`config.mk`:
```
export PLATFORM = sky130hd
export DESIGN_NAME = adc_conversion_sequencer
export DESIGN_NICKNAME = d
export VERILOG_FILES = /design/src/pkg/adc_seq_pkg.sv /design/src/pkg/conv_if.sv /design/src/hdl/adc_conversion_sequencer.sv /design/src/hdl/conv_timer.sv /design/src/hdl/trig_sync.sv
export SDC_FILE = /design/constraint.sdc
export NUM_CORES = 1
export LEC_CHECK = 0
export ABC_AREA = 0
export BUFFER_PORTS_ARGS = -buffer_cell sky130_fd_sc_hd__buf_4
export CORE_ASPECT_RATIO = 1.2
export CORE_MARGIN = 4
export CORE_UTILIZATION = 33
export CTS_BUF_LIST = sky130_fd_sc_hd__clkbuf_4
export DETAILED_ROUTE_END_ITERATION = 10
export PLACE_DENSITY = 0.55
export SYNTH_ARGS = -nofsm -noshare
export SYNTH_HDL_FRONTEND = slang
export SYNTH_HIERARCHICAL = 1
export SYNTH_SLANG_ARGS = --single-unit
```
`constraint.sdc`:
```
create_clock -name CORE_CLK -period 1.9 [get_ports CORE_CLK]
set_input_delay 0.095 -clock CORE_CLK [delete_from_list [all_inputs] [get_ports CORE_CLK]]
set_output_delay 0.095 -clock CORE_CLK [all_outputs]
set_load 0.02 [all_outputs]
```
`src/pkg/adc_seq_pkg.sv`:
```
// Package: register map, fields and timing for the conversion sequencer
`default_nettype none
package adc_seq_pkg;
    // ==========================================================
    // Register offsets (byte addresses)
    localparam logic [7:0] OFS_CTRL = 8'h00;
    localparam logic [7:0] OFS_CHAN = 8'h04;
    localparam logic [7:0] OFS_STATUS = 8'h08;
    localparam logic [7:0] OFS_MASK = 8'h0C;
    localparam logic [7:0] OFS_DATA = 8'h10;
    localparam logic [7:0] OFS_START = 8'h14;
    // ==========================================================
    // Control fields
    localparam int CTRL_MODE_LO = 0;
    localparam int CTRL_TRIG_LO = 2;
    localparam int CTRL_RES10 = 4;
    localparam int CTRL_SCAN = 5;
    localparam int CTRL_PROTECT = 6;
    localparam int CTRL_XFER_EN = 7;
    localparam logic [31:0] CTRL_RESET = 32'h0000_0000;
    localparam int CHAN_FIRST_LO = 0;
    localparam int CHAN_LAST_LO = 4;
    // Status bits
    localparam int ST_DONE = 0;
    localparam int ST_OVERRUN = 1;
    // ==========================================================
    // Enumerations
    typedef enum logic [1:0] {MODE_SINGLE1, MODE_SINGLE2, MODE_CONT, MODE_INCR} mode_t;
    typedef enum logic [1:0] {TRIG_SOFT, TRIG_RELOAD, TRIG_FREERUN, TRIG_RSVD} trig_t;
    // ==========================================================
    // Timing
    localparam int CLK_MHZ = 40;
    localparam int SAMPLE_NS = 2000;
    localparam int CONV_NS = 6130;
    localparam int SAMPLE_CYC = (SAMPLE_NS * CLK_MHZ + 999) / 1000;
    localparam int CONV_CYC = (CONV_NS * CLK_MHZ + 999) / 1000;
    localparam int RESULT_W = 10;
    localparam int NUM_CH = 8;
endpackage
`default_nettype wire

```
`src/pkg/conv_if.sv`:
```
// Interface: conversion request and result between sequencer and timer
`timescale 1ns/1ps
`default_nettype none
interface conv_if;
    logic start;
    logic [2:0] chan;
    logic sampling;
    logic done;
    modport seq (output start, output chan, input sampling, input done);
    modport tmr (input start, input chan, output sampling, output done);
endinterface // conv_if
`default_nettype wire

```
`src/hdl/adc_conversion_sequencer.sv`:
```
// Sequencer for an eight-channel successive-approximation converter with APB registers
// Behaviour
// Software selects 8-bit or 10-bit result
// Eight inputs, converts programmed channels
// Start by software, reload timer, free-run zero
// Completion raises interrupt and transfer request
// Unread result protected while interrupt enabled; the code lets a trigger from idle start a conversion that overwrites it
// Single-shot: one channel or one scan
// Continuous: repeat channel or scan forever
// Incremental: one step, wait next trigger; with scan on, the code runs the whole scan per trigger, as in single-shot
// Sample 2.0 us, conversion 6.13 us minimum
// Scan ascends first to last channel
`timescale 1ns/1ps
`default_nettype none
module adc_conversion_sequencer (
    // Clock and reset
    input wire logic CORE_CLK,
    input wire logic RESET_N,
    // APB slave
    input wire logic PSEL,
    input wire logic PENABLE,
    input wire logic PWRITE,
    input wire logic [7:0] PADDR,
    input wire logic [31:0] PWDATA,
    output logic [31:0] PRDATA,
    output logic PREADY,
    output logic PSLVERR,
    // Timer events (other clock or pins)
    input wire logic RELOAD1_OUT,
    input wire logic FREERUN_ZERO,
    // Analog front end
    output logic [2:0] ANALOG_SEL,
    output logic SAMPLE_HOLD,
    input wire logic [9:0] SAR_CODE,
    // Interrupt and transfer request
    output logic IRQ,
    output logic XFER_REQ
);
    typedef enum logic [1:0] {ST_IDLE, ST_CONV, ST_WAIT} seq_t;

    conv_if cv ();

    logic [7:0] ctrl_r;
    logic [5:0] chan_r;
    logic [1:0] status_r;
    logic [1:0] mask_r;
    logic [9:0] data_r;
    logic [2:0] data_ch_r;
    logic unread_r;
    seq_t state_r;
    logic [2:0] cur_r;
    logic start_r;
    logic [31:0] prdata_r;
    logic irq_r;
    logic xfer_r;
    logic slverr_r;
    logic sh_r;
    logic [9:0] code_s1_r;
    logic [9:0] code_r;
    logic rel_rise;
    logic frz_rise;
    logic soft_go;
    logic trig;
    logic wr_en;
    logic rd_en;
    logic hit;
    logic blocked;
    logic last_ch;
    logic [1:0] mode;
    logic [1:0] tsel;
    logic [2:0] first_ch;
    logic [2:0] last_sel;
    logic done_set;
    logic ovr_set;

    assign mode = ctrl_r[adc_seq_pkg::CTRL_MODE_LO +: 2];
    assign tsel = ctrl_r[adc_seq_pkg::CTRL_TRIG_LO +: 2];
    assign first_ch = chan_r[adc_seq_pkg::CHAN_FIRST_LO +: 3];
    assign last_sel = chan_r[adc_seq_pkg::CHAN_LAST_LO - 1 +: 3];
    assign wr_en = PSEL && PENABLE && PWRITE;
    assign rd_en = PSEL && !PENABLE && !PWRITE;

    // ==========================================================
    // Trigger sources
    trig_sync u_rel (
        .clk(CORE_CLK),
        .reset_n(RESET_N),
        .async_in(RELOAD1_OUT),
        .rise(rel_rise)
    );
    trig_sync u_frz (
        .clk(CORE_CLK),
        .reset_n(RESET_N),
        .async_in(FREERUN_ZERO),
        .rise(frz_rise)
    );

    assign soft_go = wr_en && (PADDR == adc_seq_pkg::OFS_START) && PWDATA[0];
    // Start source select
    always_comb begin
        unique case (tsel)
            adc_seq_pkg::TRIG_SOFT: trig = soft_go;
            adc_seq_pkg::TRIG_RELOAD: trig = rel_rise || soft_go;
            adc_seq_pkg::TRIG_FREERUN: trig = frz_rise || soft_go;
            default: trig = soft_go;
        endcase
    end

    // ==========================================================
    // Conversion timer
    conv_timer u_tmr (
        .clk(CORE_CLK),
        .reset_n(RESET_N),
        .cv(cv.tmr)
    );

    // Hold off while previous result unread
    assign blocked = ctrl_r[adc_seq_pkg::CTRL_PROTECT] && mask_r[adc_seq_pkg::ST_DONE] && unread_r;
    // Scan range end test
    assign last_ch = !ctrl_r[adc_seq_pkg::CTRL_SCAN] || (cur_r == last_sel) || (cur_r == 3'h7);

    // ==========================================================
    // Sequencer
    always_ff @(posedge CORE_CLK) begin
        if (!RESET_N) begin
            state_r <= ST_IDLE;
            cur_r <= 3'h0;
            start_r <= 1'b0;
        end else begin
            start_r <= 1'b0;
            unique case (state_r)
                ST_IDLE: begin
                    if (trig) begin
                        // Begin at programmed channel
                        cur_r <= first_ch;
                        start_r <= 1'b1;
                        state_r <= ST_CONV;
                    end
                end
                ST_CONV: begin
                    if (done_set) begin
                        if (!last_ch) begin
                            // Step to next channel
                            cur_r <= cur_r + 3'h1;
                            state_r <= ST_WAIT;
                        end else if (mode == adc_seq_pkg::MODE_CONT) begin
                            // Wrap and repeat
                            cur_r <= first_ch;
                            state_r <= ST_WAIT;
                        end else begin
                            // Single or incremental end of pass
                            // Idle until next trigger
                            state_r <= ST_IDLE;
                        end
                    end
                end
                ST_WAIT: begin
                    if (!blocked) begin
                        start_r <= 1'b1;
                        state_r <= ST_CONV;
                    end
                end
            endcase
        end
    end

    assign cv.start = start_r;
    assign cv.chan = cur_r;
    assign done_set = (state_r == ST_CONV) && cv.done;

    // ==========================================================
    // Analog side, code synchronised from the comparator
    always_ff @(posedge CORE_CLK) begin
        if (!RESET_N) begin
            code_s1_r <= 10'h000;
            code_r <= 10'h000;
            sh_r <= 1'b0;
        end else begin
            code_s1_r <= SAR_CODE;
            code_r <= code_s1_r;
            sh_r <= cv.sampling;
        end
    end

    // ==========================================================
    // Result register
    assign ovr_set = done_set && unread_r && !blocked;
    always_ff @(posedge CORE_CLK) begin
        if (!RESET_N) begin
            data_r <= 10'h000;
            data_ch_r <= 3'h0;
            unread_r <= 1'b0;
        end else begin
            if (done_set) begin
                // Truncate to 8 bits when selected
                data_r <= ctrl_r[adc_seq_pkg::CTRL_RES10] ? code_r : {2'b00, code_r[9:2]};
                data_ch_r <= cur_r;
                unread_r <= 1'b1;
            end else if (rd_en && PADDR == adc_seq_pkg::OFS_DATA) begin
                unread_r <= 1'b0;
            end
        end
    end

    // ==========================================================
    // Registers and interrupt status
    always_ff @(posedge CORE_CLK) begin
        if (!RESET_N) begin
            ctrl_r <= adc_seq_pkg::CTRL_RESET[7:0];
            chan_r <= 6'h00;
            mask_r <= 2'b00;
            status_r <= 2'b00;
        end else begin
            if (wr_en && PADDR == adc_seq_pkg::OFS_CTRL) ctrl_r <= PWDATA[7:0];
            if (wr_en && PADDR == adc_seq_pkg::OFS_CHAN) chan_r <= {PWDATA[6:4], PWDATA[2:0]};
            if (wr_en && PADDR == adc_seq_pkg::OFS_MASK) mask_r <= PWDATA[1:0];
            // Set beats write-one clear
            status_r <= (status_r & ~((wr_en && PADDR == adc_seq_pkg::OFS_STATUS) ? PWDATA[1:0] : 2'b00))
                | {ovr_set, done_set};
        end
    end

    always_comb begin
        hit = 1'b1;
        unique case (PADDR)
            adc_seq_pkg::OFS_CTRL, adc_seq_pkg::OFS_CHAN, adc_seq_pkg::OFS_STATUS,
            adc_seq_pkg::OFS_MASK, adc_seq_pkg::OFS_DATA, adc_seq_pkg::OFS_START: hit = 1'b1;
            default: hit = 1'b0;
        endcase
    end

    // Registered in the setup cycle so the error stands for the whole access phase
    always_ff @(posedge CORE_CLK) begin
        if (!RESET_N) begin
            slverr_r <= 1'b0;
        end else begin
            slverr_r <= PSEL && !PENABLE && !hit;
        end
    end

    always_ff @(posedge CORE_CLK) begin
        if (!RESET_N) begin
            prdata_r <= 32'h0000_0000;
        end else if (rd_en) begin
            unique case (PADDR)
                adc_seq_pkg::OFS_CTRL: prdata_r <= {24'h00_0000, ctrl_r};
                adc_seq_pkg::OFS_CHAN: prdata_r <= {25'h000_0000, chan_r[5:3], 1'b0, chan_r[2:0]};
                adc_seq_pkg::OFS_STATUS: prdata_r <= {21'h00_0000, unread_r, state_r != ST_IDLE,
                    cur_r, 4'h0, status_r};
                adc_seq_pkg::OFS_MASK: prdata_r <= {30'h0000_0000, mask_r};
                adc_seq_pkg::OFS_DATA: prdata_r <= {13'h0000, data_ch_r, 6'h00, data_r};
                default: prdata_r <= 32'h0000_0000;
            endcase
        end
    end

    always_ff @(posedge CORE_CLK) begin
        if (!RESET_N) begin
            irq_r <= 1'b0;
            xfer_r <= 1'b0;
        end else begin
            irq_r <= |(status_r & mask_r);
            // Transfer request pulse on completion
            xfer_r <= done_set && ctrl_r[adc_seq_pkg::CTRL_XFER_EN];
        end
    end

    assign PRDATA = prdata_r;
    assign PREADY = 1'b1;
    assign PSLVERR = slverr_r;
    assign IRQ = irq_r;
    assign XFER_REQ = xfer_r;
    assign ANALOG_SEL = cur_r;
    assign SAMPLE_HOLD = sh_r;

    // ==========================================================
    // Checks
    a_scan_step: assert property (@(posedge CORE_CLK) disable iff (!RESET_N)
        (done_set && !last_ch) |=> (cur_r == $past(cur_r) + 3'h1))
        else $error("scan did not ascend");
    a_single_stop: assert property (@(posedge CORE_CLK) disable iff (!RESET_N)
        (done_set && last_ch && mode != adc_seq_pkg::MODE_CONT) |=> state_r == ST_IDLE)
        else $error("single mode did not halt");
    a_cont_repeat: assert property (@(posedge CORE_CLK) disable iff (!RESET_N)
        (done_set && mode == adc_seq_pkg::MODE_CONT) |=> state_r == ST_WAIT)
        else $error("continuous mode stopped");
    a_incr_wait: assert property (@(posedge CORE_CLK) disable iff (!RESET_N)
        (state_r == ST_IDLE && !trig) |=> state_r == ST_IDLE)
        else $error("started without trigger");
    a_done_flag: assert property (@(posedge CORE_CLK) disable iff (!RESET_N)
        done_set |=> status_r[adc_seq_pkg::ST_DONE])
        else $error("done flag not set");
    a_irq_level: assert property (@(posedge CORE_CLK) disable iff (!RESET_N)
        |(status_r & mask_r) |=> IRQ)
        else $error("interrupt not raised");
    a_protect_hold: assert property (@(posedge CORE_CLK) disable iff (!RESET_N)
        (state_r == ST_WAIT && blocked) |=> !start_r)
        else $error("protected result overrun");
    a_res_eight: assert property (@(posedge CORE_CLK) disable iff (!RESET_N)
        (done_set && !ctrl_r[adc_seq_pkg::CTRL_RES10]) |=> data_r[9:8] == 2'b00)
        else $error("8-bit result has high bits");
    c_scan_pass: cover property (@(posedge CORE_CLK) done_set && ctrl_r[adc_seq_pkg::CTRL_SCAN] && !last_ch);
    c_cont_wrap: cover property (@(posedge CORE_CLK) done_set && mode == adc_seq_pkg::MODE_CONT);
    c_timer_start: cover property (@(posedge CORE_CLK) state_r == ST_IDLE && (rel_rise || frz_rise));
endmodule // adc_conversion_sequencer
`default_nettype wire

```
`src/hdl/conv_timer.sv`:
```
// Conversion phase timer: sample window then approximation window
`timescale 1ns/1ps
`default_nettype none
module conv_timer (
    // Clock and reset
    input wire logic clk,
    input wire logic reset_n,
    // Sequencer side
    conv_if.tmr cv
);
    logic [8:0] cnt_r;
    logic busy_r;
    logic done_r;

    // ==========================================================
    // Phase counter
    // Minimum phase lengths
    always_ff @(posedge clk) begin
        if (!reset_n) begin
            cnt_r <= 9'h000;
            busy_r <= 1'b0;
            done_r <= 1'b0;
        end else begin
            done_r <= 1'b0;
            if (busy_r) begin
                if (cnt_r == 9'(adc_seq_pkg::CONV_CYC - 1)) begin
                    busy_r <= 1'b0;
                    done_r <= 1'b1;
                end
                cnt_r <= cnt_r + 9'h001;
            end else if (cv.start) begin
                busy_r <= 1'b1;
                cnt_r <= 9'h000;
            end
        end
    end

    assign cv.sampling = busy_r && (cnt_r < 9'(adc_seq_pkg::SAMPLE_CYC));
    assign cv.done = done_r;

    // ==========================================================
    // Checks
    a_conv_length: assert property (@(posedge clk) disable iff (!reset_n)
        done_r |-> cnt_r == 9'(adc_seq_pkg::CONV_CYC))
        else $error("conversion ended too early");
    a_sample_first: assert property (@(posedge clk) disable iff (!reset_n)
        $rose(busy_r) |-> cv.sampling [*8])
        else $error("sample phase too short");
endmodule // conv_timer
`default_nettype wire

```
`src/hdl/trig_sync.sv`:
```
// Trigger synchroniser and rising edge detector for one timer event
`timescale 1ns/1ps
`default_nettype none
module trig_sync (
    // Clock and reset
    input wire logic clk,
    input wire logic reset_n,
    // Event
    input wire logic async_in,
    output logic rise
);
    logic s1_r;
    logic s2_r;
    logic s3_r;

    // ==========================================================
    // Two-flop synchroniser, edge taken after the second flop
    always_ff @(posedge clk) begin
        if (!reset_n) begin
            s1_r <= 1'b0;
            s2_r <= 1'b0;
            s3_r <= 1'b0;
        end else begin
            s1_r <= async_in;
            s2_r <= s1_r;
            s3_r <= s2_r;
        end
    end

    assign rise = s2_r && !s3_r;
endmodule // trig_sync
`default_nettype wire

```
==> impl_metrics.py <==
metrics = {
    "run_status": {
        "status": "complete, no violations",
    },
    "detailed_routing": {
        "drcViolationCount": 0,
        "wl_mm": 9.47,
        "drt-vias-per-instance": 4.82,
        "drt_iter0_drc": 95,
        "firstDrtPassIters": 4,
        "ant_nets": 0,
        "via_count": 3242,
        "wl_per_cell_microns": 14.1,
    },
    "setup_path": {
        "reg2reg_slack_ps": 100,
        "cp_common_cell": "nand2_1",
        "ff2ff_path_depth": 7,
        "start_kind": "input port",
        "critPathBufInv": 2,
        "worst_path_max_delay_cell": "or4_1",
        "crit_family": "simple AND/OR/NAND/NOR gates",
        "path_cells": "dlygate4sd3_1, buf_4, or4_1, nor2b_1, nand2_1, nand2_1, a21oi_1",
        "crit_path_end": "ctrl_r[0]",
        "path_max_fanout": 8,
        "worstPathArrival_ps": 2140,
        "endpoint_kind": "flip-flop",
        "max_stage_delay_ps": 590,
        "cp.depth": 7,
        "setup.worst_path.start": "PADDR[4]",
        "cp_data_required_time_ps": 2220,
        "worstReg2RegEnd": "ANALOG_SEL[2]",
        "r2r_start": "ctrl_r[2]",
        "crit_type": "input port to flip-flop",
    },
    "logic_synthesis": {
        "yosysTopAreaCell": "dfxtp_1",
        "ys_types": 61,
        "synthTopCellsByArea": "dfxtp_1 (47%), mux2i_1 (5.8%), and2_1 (4.4%)",
        "ys.warnings.count": 6,
        "syn_area_sq_um": 4000,
        "synth_seq_cells": 93,
        "synth_cells": 429,
        "synth_top_area_share_pct": 46.5,
        "ys_seq_area_share_pct": 46.5,
        "async_flop_share_pct": 0,
        "avgSynthCellArea_sq_um": 9.33,
        "synth_ff_type": "dfxtp_1",
        "synth_edf_count": 0,
    },
    "clock_tree": {
        "cts_root_buf": "clkbuf_4",
        "clockBufferDepth": 2,
        "cts_inserted_buffers": 9,
        "cts_sinks": 93,
        "clk_latency_ps": 440,
        "cts_tree": "done",
        "htree_levels": 3,
        "clk_pin_slew_ps": 130,
    },
    "die": {
        "io_pins": 97,
        "fp.dieH_microns": 129,
        "start_util_pct": 34.1,
        "floorplan.rows": 43,
        "die_area_sq_um": 14000,
        "die_x_microns": 109,
        "core_sq_um": 11700,
    },
    "placement": {
        "placed_area_sq_um": 4580,
        "dp.cells": 633,
        "io_buffers": 53,
        "hpwlAfterDp_mm": 6.97,
        "gp_congestion": 0.853,
    },
    "timing": {
        "rsz0062_at_grt": "false",
        "min_period_over_period_pct": 95.8,
        "timing.final.max_slew_violations": 0,
        "max_freq_mhz": 550,
        "setup_tns_ps": 0,
        "worst_pin_slew_ps": 521,
        "fin_crit_ps": 1820,
        "setup_viol": 0,
        "relSlewSlack_pct": 65.1,
        "hold_violations": 0,
        "fin_worst_skew_ps": 16.8,
    },
    "final_layout": {
        "area_growth_pct": 23.6,
        "stdcell_area_sq_um": 4950,
        "fin_nets": 572,
        "fin_cells": 672,
        "drive_gt1_share_pct": 20.2,
        "antenna_cells": 0,
    },
    "grt": {
        "first_global_vias": 3062,
        "antenna_found_initial": 0,
        "grt-ovfl-total": 0,
        "grt_start_max_net_pins": 44,
        "grt_usage_pct": 14.0,
        "grt_first_pass_wirelength_mm": 15.2,
    },
    "run": {
        "drv_cap": 0,
    },
    "pwr": {
        "ir_drop_mv": 0.287,
        "p_per_area_nw_per_um2": 650,
        "p_leak_uw": 0.00202,
    },
    "worst_hold_path": {
        "holdCritPathClass": "input port to flip-flop",
        "worstHoldStart": "PWRITE",
    },
}
## layer usage
metal	GRT usage, %	vias up	share of wire [%]
li1	-	1654	-
met1	18.0	1498	46
met2	23.1	74	47
met3	1.86	16	4.5
met4	6.69	0	2.4
met5	0	-	0
## worst min path at each step
stage / slack [ps] / cells after the start / to
2_1_floorplan: 220 / 1 / u_frz/s1_r
3_3_place_gp: 310 / 2 / code_s1_r[3]
3_5_place_dp: 310 / 2 / code_s1_r[2]
4_1_cts: 80 / 4 / PRDATA[0]
5_1_grt: 100 / 5 / PRDATA[10]
6_report: 110 / 4 / PRDATA[0]
## sequential cells by signal, indices dropped and copies added, names as in the netlist, 2 cells and up
name,flops
ANALOG_SEL,3
state_r,2
code_s1_r,10
data_r,10
ctrl_r,8
data_ch_r,3
chan_r,6
PRDATA,14
u_tmr/cnt_r,9
code_r,10
mask_r,2
status_r,2
## power by group
part / internal (uW) / switching [uW]
registers: 1980 / 9.50
clock network: 301 / 660
logic: 124 / 142
total: 2400 / 812
## Yosys cell counts, drive strengths merged (2+ instances only)
| master | n |
|---|---|
| and3 | 6 |
| a22o | 3 |
| or4b | 2 |
| nor3 | 5 |
| nand2b | 4 |
| dfxtp | 93 |
| nand3 | 18 |
| nor2b | 8 |
| inv | 7 |
| clkbuf | 15 |
| buf | 25 |
| nand4 | 8 |
| o41ai | 4 |
| xor2 | 3 |
| and2 | 28 |
| nor3b | 3 |
| a21oi | 26 |
| nor2 | 38 |
| o2111ai | 4 |
| nand4b | 2 |
| o211a | 4 |
| o21a | 2 |
| nand2 | 31 |
| a22oi | 8 |
| ha | 5 |
| a31oi | 3 |
| nor4 | 2 |
| or2 | 2 |
| mux2i | 23 |
| conb | 2 |
| o21ai | 15 |
| a211oi | 10 |
| a221oi | 4 |
## cell usage in the layout, fill, tap and decap left out, types with 18 or more instances in the layout
cell type / synthesis / final
a21oi_1: 25 / 25
dlygate4sd3_1: 0 / 23
dfxtp_1: 93 / 93
and2_1: 28 / 28
mux2i_1: 23 / 23
nor2_1: 38 / 38
nand2_1: 31 / 30
nand3_1: 18 / 18
buf_4: 21 / 68
conb_1: 2 / 19
## kinds of logic after synthesis
family / share of synthesized area, %
other: 0.188
adder cells (fa/ha/maj): 1.56
AND/OR/NAND/NOR: 22.3
buffers and inverters: 6.69
multiplexers: 6.03
flip-flops: 46.5
AO/OA/AOI/OAI: 16.1
XOR/XNOR: 0.656
## worst register-to-register path, cell delays in order, from the launching register on
cell and delay [ps]:
dfxtp_1 400, inv_1 60, ha_1 200, mux2i_1 280
o32ai_4 150, o22a_2 270, a21boi_4 150, o211a_1 210
## metrics by stage
stage	hold slack, ps	worst slack, ps	utilization [%]	total power (uW)
after floorplan	217	96.8	-	2190
after global placement	305	135	39.0	2260
after detailed placement	306	129	39.0	2260
after CTS	81.7	48.8	42.0	3260
after global routing	102	1.58	42.2	3380
final	111	80.4	42.2	3220
## layout make-up
cell class | instances | area (sq um)
Clock buffer | 11 | 82.6
Clock inverter | 5 | 37.5
Fill cell | 1201 | 6780
Inverter | 8 | 30.0
Multi-Input combinational cell | 305 | 1960
Sequential cell | 93 | 1860
Tap cell | 157 | 196
Timing Repair Buffer | 93 | 781
## repair_timing
action	in CTS	in global routing
hold buffers	23	0
resized for setup	0	3
hold endpoints to repair	30	0
buffers inserted	0	0
endpoints found under the setup margin	0	6
Power figures use the tool's default switching activity.
